$ cat src/ttu_params.svh
`ifndef TTU_PARAMS_SVH
`define TTU_PARAMS_SVH

// ----------------------------------------
// register word offsets (byte addresses)
// ----------------------------------------
`define TTU_CTRL0_OFS 8'h00
`define TTU_CTRL1_OFS 8'h04
`define TTU_CTRL2_OFS 8'h08
`define TTU_LATCH0_OFS 8'h0C
`define TTU_LATCH1_OFS 8'h10
`define TTU_LATCH2_OFS 8'h14
`define TTU_COUNT0_OFS 8'h18
`define TTU_COUNT1_OFS 8'h1C
`define TTU_COUNT2_OFS 8'h20
`define TTU_STATUS_OFS 8'h24
`define TTU_IRQ_EN_OFS 8'h28
`define TTU_IRQ_CLR_OFS 8'h2C

// ----------------------------------------
// control register fields
// ----------------------------------------
`define TTU_CTL_EXT_CLK 0
`define TTU_CTL_OUT_EN 1
`define TTU_CTL_MODE_LO 2
`define TTU_CTL_MODE_HI 3
`define TTU_CTL_GATE_TRIG 4
`define TTU_CTL_PRESCALE 5
`define TTU_CTL_RUN 6
`define TTU_CTL_WIDTH 7

// ----------------------------------------
// reset values and timing
// ----------------------------------------
`define TTU_CTRL_RST 7'h00
`define TTU_LATCH_RST 16'hFFFF
`define TTU_PRESCALE_DIV 3'h7

`endif

$ cat src/ttu_pkg.sv
package ttu_pkg;

	typedef enum logic [1:0]
	{
		TTU_MODE_SQUARE = 2'b00,
		TTU_MODE_DELAY = 2'b01,
		TTU_MODE_PULSE = 2'b10,
		TTU_MODE_COMPARE = 2'b11
	} ttu_mode_e;

	typedef logic [15:0] ttu_count_t;

endpackage

$ cat src/ttu_counter.sv
`timescale 1ns/1ps
`default_nettype none
`include "ttu_params.svh"

// one down counter with its waveform logic
module ttu_counter
(
	// clock and reset
	input wire logic clock,
	input wire logic nrst,
	// configuration
	input wire logic [`TTU_CTL_WIDTH-1:0] ctrl,
	input wire logic [15:0] latch,
	input wire logic reload,
	input wire logic has_prescaler,
	// synchronised external pins
	input wire logic ext_tick,
	input wire logic gate_level,
	input wire logic gate_edge,
	// results
	output logic [15:0] count,
	output logic timeout,
	output logic wave
);

	typedef struct packed
	{
		logic [15:0] cnt;
		logic [2:0] pre;
		logic wave;
		logic armed;
		logic to;
	} ttu_cnt_s;

	ttu_cnt_s st_q;
	ttu_cnt_s st_d;
	logic src_tick;
	logic tick;
	logic trig_mode;
	ttu_pkg::ttu_mode_e mode;

	assign mode = ttu_pkg::ttu_mode_e'(ctrl[`TTU_CTL_MODE_HI:`TTU_CTL_MODE_LO]);
	assign trig_mode = ctrl[`TTU_CTL_GATE_TRIG];

	always_comb
	begin
		st_d = st_q;
		st_d.to = 1'b0;
		src_tick = ctrl[`TTU_CTL_EXT_CLK] ? ext_tick : 1'b1;
		if (!trig_mode && mode != ttu_pkg::TTU_MODE_COMPARE && !gate_level)
			src_tick = 1'b0;
		tick = src_tick;
		if (has_prescaler && ctrl[`TTU_CTL_PRESCALE])
		begin
			tick = 1'b0;
			if (src_tick)
			begin
				st_d.pre = st_q.pre - 3'h1;
				tick = (st_q.pre == 3'h0);
			end
		end
		if (mode == ttu_pkg::TTU_MODE_COMPARE)
			tick = tick & gate_level;
		if (reload || (trig_mode && gate_edge))
		begin
			st_d.cnt = latch;
			st_d.pre = `TTU_PRESCALE_DIV;
			st_d.armed = 1'b1;
			if (mode != ttu_pkg::TTU_MODE_SQUARE)
				st_d.wave = 1'b0;
			if (mode == ttu_pkg::TTU_MODE_PULSE)
				st_d.wave = 1'b1;
		end
		else if (ctrl[`TTU_CTL_RUN] && tick && st_q.armed)
		begin
			if (st_q.cnt == 16'h0000)
			begin
				st_d.to = 1'b1;
				st_d.cnt = latch;
				case (mode)
					ttu_pkg::TTU_MODE_SQUARE:
						st_d.wave = ~st_q.wave;
					ttu_pkg::TTU_MODE_DELAY:
					begin
						st_d.wave = 1'b1;
						st_d.armed = 1'b0;
					end
					ttu_pkg::TTU_MODE_PULSE:
					begin
						st_d.wave = 1'b0;
						st_d.armed = 1'b0;
					end
					default:
						st_d.armed = 1'b0;
				endcase
			end
			else
				st_d.cnt = st_q.cnt - 16'h0001;
		end
	end

	always_ff @(posedge clock or negedge nrst)
	begin
		if (!nrst)
			st_q <= {16'hFFFF, 3'h7, 1'b0, 1'b1, 1'b0};
		else
			st_q <= st_d;
	end

	assign count = st_q.cnt;
	assign timeout = st_q.to;
	assign wave = st_q.wave;

endmodule // ttu_counter

`default_nettype wire

$ cat src/ttu_sync.sv
`timescale 1ns/1ps
`default_nettype none

// two-stage synchroniser with falling-edge strobe taken after stage two
module ttu_sync
(
	// clock and reset
	input wire logic clock,
	input wire logic nrst,
	// raw active-low input
	input wire logic in_n,
	// synchronised level (active high) and assertion strobe
	output logic level,
	output logic assert_pulse
);

	typedef struct packed
	{
		logic s1;
		logic s2;
		logic s3;
	} ttu_sync_s;

	ttu_sync_s st_q;
	ttu_sync_s st_d;

	always_comb
	begin
		st_d = st_q;
		st_d.s1 = in_n;
		st_d.s2 = st_q.s1;
		st_d.s3 = st_q.s2;
	end

	always_ff @(posedge clock or negedge nrst)
	begin
		if (!nrst)
			st_q <= 3'h7;
		else
			st_q <= st_d;
	end

	assign level = ~st_q.s2;
	assign assert_pulse = st_q.s3 & ~st_q.s2;

endmodule // ttu_sync

`default_nettype wire

$ cat src/ttu_top.sv
`timescale 1ns/1ps
`default_nettype none
`include "ttu_params.svh"

module ttu_top
(
	// clock and reset
	input wire logic clock,
	input wire logic nrst,
	// wishbone slave
	input wire logic wb_cyc_i,
	input wire logic wb_stb_i,
	input wire logic wb_we_i,
	input wire logic [7:0] wb_adr_i,
	input wire logic [3:0] wb_sel_i,
	input wire logic [31:0] wb_dat_i,
	output logic [31:0] wb_dat_o,
	output logic wb_ack_o,
	output logic wb_err_o,
	// timer pins
	input wire logic [2:0] timer_ext_clock_n,
	input wire logic [2:0] timer_gate_n,
	output logic [2:0] timer_out,
	// interrupt
	output logic irq
);

	// ----------------------------------------
	// state
	// ----------------------------------------
	typedef struct packed
	{
		logic [2:0][`TTU_CTL_WIDTH-1:0] ctrl;
		logic [2:0][15:0] latch;
		logic [2:0] status;
		logic [2:0] irq_en;
		logic [2:0] reload;
		logic [31:0] rdata;
		logic ack;
		logic err;
		logic [2:0] out;
	} ttu_top_s;

	ttu_top_s st_q;
	ttu_top_s st_d;

	logic [2:0] clk_lvl;
	logic [2:0] clk_edge;
	logic [2:0] gate_lvl;
	logic [2:0] gate_edge;
	logic [2:0][15:0] count;
	logic [2:0] timeout;
	logic [2:0] wave;
	logic req;
	logic wr;
	logic hit;
	logic [31:0] rd_val;

	// ----------------------------------------
	// per-timer synchronisers and counters
	// ----------------------------------------
	genvar gi;
	generate
		for (gi = 0; gi < 3; gi++)
		begin : g_timer
			ttu_sync u_clk_sync
			(
				.clock(clock),
				.nrst(nrst),
				.in_n(timer_ext_clock_n[gi]),
				.level(clk_lvl[gi]),
				.assert_pulse(clk_edge[gi])
			);
			ttu_sync u_gate_sync
			(
				.clock(clock),
				.nrst(nrst),
				.in_n(timer_gate_n[gi]),
				.level(gate_lvl[gi]),
				.assert_pulse(gate_edge[gi])
			);
			ttu_counter u_cnt
			(
				.clock(clock),
				.nrst(nrst),
				.ctrl(st_q.ctrl[gi]),
				.latch(st_q.latch[gi]),
				.reload(st_q.reload[gi]),
				.has_prescaler(gi == 2),
				.ext_tick(clk_edge[gi]),
				.gate_level(gate_lvl[gi]),
				.gate_edge(gate_edge[gi]),
				.count(count[gi]),
				.timeout(timeout[gi]),
				.wave(wave[gi])
			);
		end
	endgenerate

	// ----------------------------------------
	// register bus
	// ----------------------------------------
	// single-cycle ack; ack drops after one cycle so back-to-back reads re-ack
	assign req = wb_cyc_i & wb_stb_i & ~st_q.ack & ~st_q.err;
	assign wr = req & wb_we_i & wb_sel_i[0];

	always_comb
	begin
		hit = 1'b1;
		rd_val = 32'h00000000;
		case (wb_adr_i)
			`TTU_CTRL0_OFS: rd_val = {25'h0, st_q.ctrl[0]};
			`TTU_CTRL1_OFS: rd_val = {25'h0, st_q.ctrl[1]};
			`TTU_CTRL2_OFS: rd_val = {25'h0, st_q.ctrl[2]};
			`TTU_LATCH0_OFS: rd_val = {16'h0, st_q.latch[0]};
			`TTU_LATCH1_OFS: rd_val = {16'h0, st_q.latch[1]};
			`TTU_LATCH2_OFS: rd_val = {16'h0, st_q.latch[2]};
			`TTU_COUNT0_OFS: rd_val = {16'h0, count[0]};
			`TTU_COUNT1_OFS: rd_val = {16'h0, count[1]};
			`TTU_COUNT2_OFS: rd_val = {16'h0, count[2]};
			`TTU_STATUS_OFS: rd_val = {29'h0, st_q.status};
			`TTU_IRQ_EN_OFS: rd_val = {29'h0, st_q.irq_en};
			`TTU_IRQ_CLR_OFS: rd_val = 32'h00000000;
			default: hit = 1'b0;
		endcase
	end

	always_comb
	begin
		st_d = st_q;
		st_d.reload = 3'h0;
		st_d.ack = 1'b0;
		st_d.err = 1'b0;
		if (req)
		begin
			st_d.ack = hit;
			st_d.err = ~hit;
			st_d.rdata = hit ? rd_val : 32'h00000000;
		end
		if (wr && hit)
		begin
			case (wb_adr_i)
				`TTU_CTRL0_OFS: st_d.ctrl[0] = wb_dat_i[`TTU_CTL_WIDTH-1:0];
				`TTU_CTRL1_OFS: st_d.ctrl[1] = wb_dat_i[`TTU_CTL_WIDTH-1:0];
				`TTU_CTRL2_OFS: st_d.ctrl[2] = wb_dat_i[`TTU_CTL_WIDTH-1:0];
				`TTU_IRQ_EN_OFS: st_d.irq_en = wb_dat_i[2:0];
				`TTU_IRQ_CLR_OFS: st_d.status = st_q.status & ~wb_dat_i[2:0];
				default: ;
			endcase
		end
		if (req && wb_we_i && hit)
		begin
			case (wb_adr_i)
				`TTU_LATCH0_OFS:
				begin
					st_d.latch[0] = {wb_sel_i[1] ? wb_dat_i[15:8] : st_q.latch[0][15:8],
						wb_sel_i[0] ? wb_dat_i[7:0] : st_q.latch[0][7:0]};
					st_d.reload[0] = 1'b1;
				end
				`TTU_LATCH1_OFS:
				begin
					st_d.latch[1] = {wb_sel_i[1] ? wb_dat_i[15:8] : st_q.latch[1][15:8],
						wb_sel_i[0] ? wb_dat_i[7:0] : st_q.latch[1][7:0]};
					st_d.reload[1] = 1'b1;
				end
				`TTU_LATCH2_OFS:
				begin
					st_d.latch[2] = {wb_sel_i[1] ? wb_dat_i[15:8] : st_q.latch[2][15:8],
						wb_sel_i[0] ? wb_dat_i[7:0] : st_q.latch[2][7:0]};
					st_d.reload[2] = 1'b1;
				end
				default: ;
			endcase
		end
		// timeout sets sticky flag, set beats clear
		st_d.status = st_d.status | timeout;
		for (int i = 0; i < 3; i++)
			st_d.out[i] = wave[i] & st_q.ctrl[i][`TTU_CTL_OUT_EN];
	end

	always_ff @(posedge clock or negedge nrst)
	begin
		if (!nrst)
		begin
			st_q.ctrl <= {3{`TTU_CTRL_RST}};
			st_q.latch <= {3{`TTU_LATCH_RST}};
			st_q.status <= 3'h0;
			st_q.irq_en <= 3'h0;
			st_q.reload <= 3'h0;
			st_q.rdata <= 32'h00000000;
			st_q.ack <= 1'b0;
			st_q.err <= 1'b0;
			st_q.out <= 3'h0;
		end
		else
			st_q <= st_d;
	end

	assign wb_dat_o = st_q.rdata;
	assign wb_ack_o = st_q.ack;
	assign wb_err_o = st_q.err;
	assign timer_out = st_q.out;
	assign irq = |(st_q.status & st_q.irq_en);

	// ----------------------------------------
	// checks
	// ----------------------------------------
	a_ack_one_cycle: assert property (@(posedge clock) disable iff (!nrst)
		wb_ack_o |=> !wb_ack_o)
		else $error("ack held more than one cycle");
	a_ack_after_req: assert property (@(posedge clock) disable iff (!nrst)
		(wb_cyc_i && wb_stb_i && !wb_ack_o && !wb_err_o) |=> (wb_ack_o || wb_err_o))
		else $error("request not answered next cycle");
	a_status_sticky: assert property (@(posedge clock) disable iff (!nrst)
		timeout[0] |=> st_q.status[0])
		else $error("timeout did not set status");
	a_irq_level: assert property (@(posedge clock) disable iff (!nrst)
		irq == |(st_q.status & st_q.irq_en))
		else $error("irq does not match enabled status");
	a_out_masked: assert property (@(posedge clock) disable iff (!nrst)
		!st_q.ctrl[1][`TTU_CTL_OUT_EN] |=> !timer_out[1])
		else $error("masked output is high");
	a_count_down: assert property (@(posedge clock) disable iff (!nrst)
		(st_q.ctrl[0][`TTU_CTL_RUN] && !st_q.ctrl[0][`TTU_CTL_EXT_CLK]
		&& st_q.ctrl[0][`TTU_CTL_GATE_TRIG] && !st_q.reload[0] && !gate_edge[0]
		&& st_q.ctrl[0][`TTU_CTL_MODE_HI:`TTU_CTL_MODE_LO] == 2'b00 && count[0] != 16'h0000)
		|=> count[0] == $past(count[0]) - 16'h0001)
		else $error("counter did not decrement");
	a_reload_latch: assert property (@(posedge clock) disable iff (!nrst)
		st_q.reload[2] |=> count[2] == $past(st_q.latch[2]))
		else $error("latch write did not reload counter");
	a_ext_sync: assert property (@(posedge clock) disable iff (!nrst)
		$fell(timer_ext_clock_n[2]) ##1 !timer_ext_clock_n[2] |=> clk_edge[2])
		else $error("external clock edge not seen after sync");

	a_ack_err_excl: assert property (@(posedge clock) disable iff (!nrst)
		!(wb_ack_o && wb_err_o))
		else $error("ack and err raised together");

	a_upper_zero: assert property (@(posedge clock) disable iff (!nrst)
		wb_ack_o |-> wb_dat_o[31:16] == 16'h0000)
		else $error("upper read data bits not zero");

	// ----------------------------------------
	// per-timer checks
	// ----------------------------------------
	genvar gc;
	generate
		for (gc = 0; gc < 3; gc++)
		begin : g_chk
			a_flag_set: assert property (@(posedge clock) disable iff (!nrst)
				timeout[gc] |=> st_q.status[gc])
				else $error("timeout flag not set");

			a_flag_holds: assert property (@(posedge clock) disable iff (!nrst)
				(st_q.status[gc] && !(wr && wb_adr_i == `TTU_IRQ_CLR_OFS && wb_dat_i[gc]))
				|=> st_q.status[gc])
				else $error("status flag lost without clear");

			a_timeout_zero: assert property (@(posedge clock) disable iff (!nrst)
				timeout[gc] |-> $past(count[gc]) == 16'h0000)
				else $error("timeout without zero count");

			a_irq_from_flag: assert property (@(posedge clock) disable iff (!nrst)
				(st_q.status[gc] && st_q.irq_en[gc]) |-> irq)
				else $error("enabled flag did not raise irq");

			a_out_follows: assert property (@(posedge clock) disable iff (!nrst)
				1'b1 |=> timer_out[gc] == ($past(wave[gc])
				& $past(st_q.ctrl[gc][`TTU_CTL_OUT_EN])))
				else $error("output does not follow waveform");

			a_stopped_hold: assert property (@(posedge clock) disable iff (!nrst)
				(!st_q.ctrl[gc][`TTU_CTL_RUN] && !st_q.reload[gc]
				&& !(st_q.ctrl[gc][`TTU_CTL_GATE_TRIG] && gate_edge[gc]))
				|=> count[gc] == $past(count[gc]))
				else $error("stopped counter moved");

			a_ext_hold: assert property (@(posedge clock) disable iff (!nrst)
				(st_q.ctrl[gc][`TTU_CTL_EXT_CLK] && st_q.ctrl[gc][`TTU_CTL_GATE_TRIG]
				&& !clk_edge[gc] && !st_q.reload[gc] && !gate_edge[gc])
				|=> count[gc] == $past(count[gc]))
				else $error("counter moved without external edge");

			a_gate_sync: assert property (@(posedge clock) disable iff (!nrst)
				($fell(timer_gate_n[gc]) ##1 !timer_gate_n[gc]) |=> gate_edge[gc])
				else $error("gate edge not seen after sync");
		end
	endgenerate

	c_timeout0: cover property (@(posedge clock) disable iff (!nrst) timeout[0]);
	c_irq: cover property (@(posedge clock) disable iff (!nrst) $rose(irq));
	c_out2: cover property (@(posedge clock) disable iff (!nrst) $rose(timer_out[2]));
	c_err: cover property (@(posedge clock) disable iff (!nrst) wb_err_o);
	c_gate_trig: cover property (@(posedge clock) disable iff (!nrst) gate_edge[0]);

endmodule // ttu_top

`default_nettype wire

$ cat config.mk
export PLATFORM = sky130hd
export DESIGN_NAME = ttu_top
export DESIGN_NICKNAME = d
export VERILOG_FILES = /design/src/ttu_pkg.sv /design/src/ttu_counter.sv /design/src/ttu_sync.sv /design/src/ttu_top.sv
export VERILOG_INCLUDE_DIRS = /design/src
export SDC_FILE = /design/constraint.sdc
export NUM_CORES = 1
export LEC_CHECK = 0
export ABC_AREA = 1
export BUFFER_PORTS_ARGS = -buffer_cell sky130_fd_sc_hd__buf_4
export CORE_MARGIN = 3
export CORE_UTILIZATION = 54
export DETAILED_ROUTE_END_ITERATION = 10
export MAX_ROUTING_LAYER = met4
export PLACE_DENSITY = 0.77
export REMOVE_ABC_BUFFERS = 1
export SYNTH_ARGS = -nofsm -noshare
export SYNTH_HDL_FRONTEND = slang
export SYNTH_SLANG_ARGS = --single-unit
$ cat constraint.sdc
create_clock -name clock -period 1.85 [get_ports clock]
set_input_delay 0.185 -clock clock [delete_from_list [all_inputs] [get_ports clock]]
set_output_delay 0.185 -clock clock [all_outputs]
set_load 0.1 [all_outputs]
==> implementation parameters <==
Parameter                              Value

Global route
  Number of antenna violations at the first check in global routing    0
  Total routing resource utilization after global routing    0.303
  Maximum number of pins on one net before global-route repair    50
  First-pass GRT wire length    45.9 mm
  Number of global-route vias before repair    8692
  Leftover overflow at the end of global routing    0

Floorplan
  Core Region    17500 µm²
  Width of the die    141 µm
  Starting density of the core    0.559
  Number of placed I/O pins    93
  Die ar.    19800 µm²
  Vertical extent of the die    141 µm
  Std cell rows    48

CTS
  Clock root buffer master    sky130_fd_sc_hd__clkbuf_16
  Longest Clk Path Bufs    2
  H-tree depth    4
  Clock latency of the later-clocked register in the worst-skew pair    0.44 ns
  Clock sinks    177
  CTS tree    yes
  Clock transition at the registers of the reported paths    0.07 ns
  Number of CTS-inserted buffers    17

Power
  Worst vdd ir    0.000789 V
  Cell leakage power    0.00575 µW
  Ratio of total power to cell area    974 nW/µm²

Synthesis
  Biggest area consumer among synthesized cells    sky130_fd_sc_hd__dfstp_2
  Flop and latch count out of synthesis    177
  Biggest area contributors in the synthesized netlist    sky130_fd_sc_hd__dfstp_2 (32%), sky130_fd_sc_hd__nand2_1 (16%), sky130_fd_sc_hd__dfrtp_1 (15%)
  List of most frequent post-synthesis cells    sky130_fd_sc_hd__nand2_1 (417), sky130_fd_sc_hd__inv_1 (123), sky130_fd_sc_hd__dfstp_2 (120)
  Yosys cell types    41
  Commonest register cell after synthesis    sky130_fd_sc_hd__dfstp_2
  Library cell with the highest instance count after synthesis    sky130_fd_sc_hd__nand2_1
  Number of enable flip-flop cells after synthesis    0
  Count of synthesis-stage warnings from yosys    0
  Ys async rst share    1.00
  Synthesized instance count    1261
  Portion of synthesized cell area occupied by the leading cell type    0.322
  Synth Area per Inst    7.77 µm²
  Share of the yosys chip area belonging to registers    0.467
  Synthesized area    9800 µm²

Timing
  Clock skew    0.00563 ns
  Peak Freq    0.556 GHz
  Aggregate negative setup slack    0 ns
  Final setup violation count    0
  Slew at the pin closest to its max-slew limit    0.505 ns
  Period utilization    0.972
  RSZ-0062 raised after global routing    yes
  Normalized max-slew margin    0.659
  Post-route minimum period    1.80 ns
  Final hold viol count    0
  Max-slew violation total from the final report    0

Setup path
  Setup crit end    g_timer[0].u_cnt.count[5]
  Launching point of the worst reg2reg path    g_timer[0].u_cnt.count[1]
  Worst setup startpoint    g_timer[0].u_cnt.count[1]
  Depth of the worst register-to-register path    10
  Setup slack, reg-to-reg    0.05 ns
  Type of the worst setup path    flip-flop to flip-flop
  Crit start category    flip-flop
  Critical R2R Capture    g_timer[0].u_cnt.count[5]
  Critical path data arrival time    2.15 ns
  Crit-path max FO    7
  CP Data Required Time    2.20 ns
  Type of element capturing the critical path    flip-flop

Job
  Max cap viols    0

Status
  Status    finished clean

Detailed routing
  Drt via density    5.58
  Final routed DRC violation total    0
  Number of antenna-violating nets in the routed design    0
  First-pass detailed-route iteration total    7
  Vias after detailed routing    9089
  Routed WL per cell    17.5 µm
  Starting DRC count in detailed routing    950
  Total wire length after detailed routing    28.5 mm

Finish
  Area growth syn-to-layout    21.1%
  Diodes inserted    0
  Number of nets in the final layout    1466
  Post-Route Utilization    0.677
  Proportion of layout cells with a drive suffix above 1    0.275

Min path
  Class of the tightest hold or removal check    primary input to flip-flop
  Min-Delay Startpoint    wb_dat_i[4]

Placed design
  Post-detailed-placement half-perimeter wirelength    20.5 mm
  Routability congestion estimate from global placement    0.954
  Number of input and output port buffers inserted    58
registers in the layout, summed over array words and instances (netlist names):
| name | flops |
|---|---|
| st_q | 78 |
| g_timer.u_cnt.count | 48 |
| wb_dat_o | 16 |
| g_timer.u_clk_sync.st_d | 6 |
| g_timer.u_cnt.st_q | 6 |
| g_timer.u_gate_sync.st_d | 6 |
| g_timer.u_clk_sync.st_q | 3 |
| g_timer.u_cnt.timeout | 3 |
| g_timer.u_cnt.wave | 3 |
| g_timer.u_gate_sync.st_q | 3 |
| timer_out | 3 |
| wb_ack_o | 1 |
| wb_err_o | 1 |
placed cells by master (no fill, tap or decap), types with 10 or more instances in the layout:
cell type | Yosys | final
sky130_fd_sc_hd__nor2_1 | 101 | 92
sky130_fd_sc_hd__nor3_1 | 12 | 10
sky130_fd_sc_hd__o211ai_1 | 17 | 17
sky130_fd_sc_hd__ha_1 | 20 | 15
sky130_fd_sc_hd__dfstp_2 | 120 | 120
sky130_fd_sc_hd__a21oi_1 | 27 | 23
sky130_fd_sc_hd__inv_1 | 123 | 116
sky130_fd_sc_hd__dlygate4sd3_1 | 0 | 18
sky130_fd_sc_hd__clkbuf_16 | 0 | 17
sky130_fd_sc_hd__o22ai_1 | 28 | 28
sky130_fd_sc_hd__nand3_1 | 57 | 55
sky130_fd_sc_hd__buf_4 | 39 | 123
sky130_fd_sc_hd__inv_2 | 11 | 18
sky130_fd_sc_hd__xor2_1 | 21 | 21
sky130_fd_sc_hd__o21ai_1 | 24 | 42
sky130_fd_sc_hd__nand4_1 | 11 | 11
sky130_fd_sc_hd__nor2_4 | 10 | 15
sky130_fd_sc_hd__nand2_2 | 7 | 13
sky130_fd_sc_hd__dfrtp_1 | 57 | 57
sky130_fd_sc_hd__o21ai_0 | 90 | 71
sky130_fd_sc_hd__nand2_1 | 417 | 407
sky130_fd_sc_hd__conb_1 | 1 | 16
sky130_fd_sc_hd__nor2_2 | 8 | 13
how the worst min path moves through the flow:
stage | to | depth (start not counted)
after floorplan | g_timer[0].u_cnt.timeout | 0
final | st_q[82] | 3
after global placement | wb_dat_o[8] | 1
after CTS | st_q[82] | 3
after global routing | st_q[65] | 3
after detailed placement | wb_dat_o[8] | 1
report_power, final:
part,switching [µW],total [µW],internal [µW]
Sequential,438,5050,4610
Combinational,1890,2900,1010
Clock,1670,3610,1940
cell type report:
cell class	instances	area, µm²
inverter	137	517
timing repair buffer	159	1370
tap	225	282
multi-input combinational	899	4540
clock inverter	14	148
fill	1404	5670
sequential	177	4580
clock buffer	18	439
critical path, stage by stage (launching register included):
cell and delay [ns]:
sky130_fd_sc_hd__dfstp_2 0.37, sky130_fd_sc_hd__inv_2 0.07, sky130_fd_sc_hd__ha_4 0.14, sky130_fd_sc_hd__nand3_2 0.11, sky130_fd_sc_hd__inv_2 0.10, sky130_fd_sc_hd__nand2_4 0.06, sky130_fd_sc_hd__nor3_4 0.28, sky130_fd_sc_hd__nor2_4 0.09
sky130_fd_sc_hd__buf_6 0.14, sky130_fd_sc_hd__o211ai_1 0.20, sky130_fd_sc_hd__o21ai_0 0.14
repair_timing:
item,CTS,global route
endpoints found under the hold margin,43,0
gates resized for setup,9,74
pin swaps,0,12
hold buffers,18,0
endpoints found under the setup margin,9,87
cloned,1,2
setup buffers,0,3
per-layer routing:
layer,share of wire,vias up,global-route usage
met4,0.028,0,0.0943
met5,0,-,-
met1,0.41,4257,0.407
li1,-,4264,-
met3,0.091,82,0.0529
met2,0.47,486,0.473
cell families after synthesis:
logic type | synth area share
simple gates | 0.283
buf+inv | 0.0942
compound gates | 0.109
flops | 0.467
xor+xnor | 0.0205
fa+ha+maj | 0.0255
other cells | 0.000383
per-stage QoR:
stage	setup slack (ns)	hold WS, ns	power, µW	instances	cell area [µm²]
floorplan	-0.689	-0.111	6720	1212	9450
global placement	0.00685	0.158	7580	1573	10800
detailed placement	-0.0547	0.165	7660	1573	10800
finish	0.0527	0.0250	11600	1629	11900
CTS	-0.0178	0.00639	11300	1624	11600
global route	-0.0459	0.0221	12100	1629	11900
(Power assumes the default switching activity.)
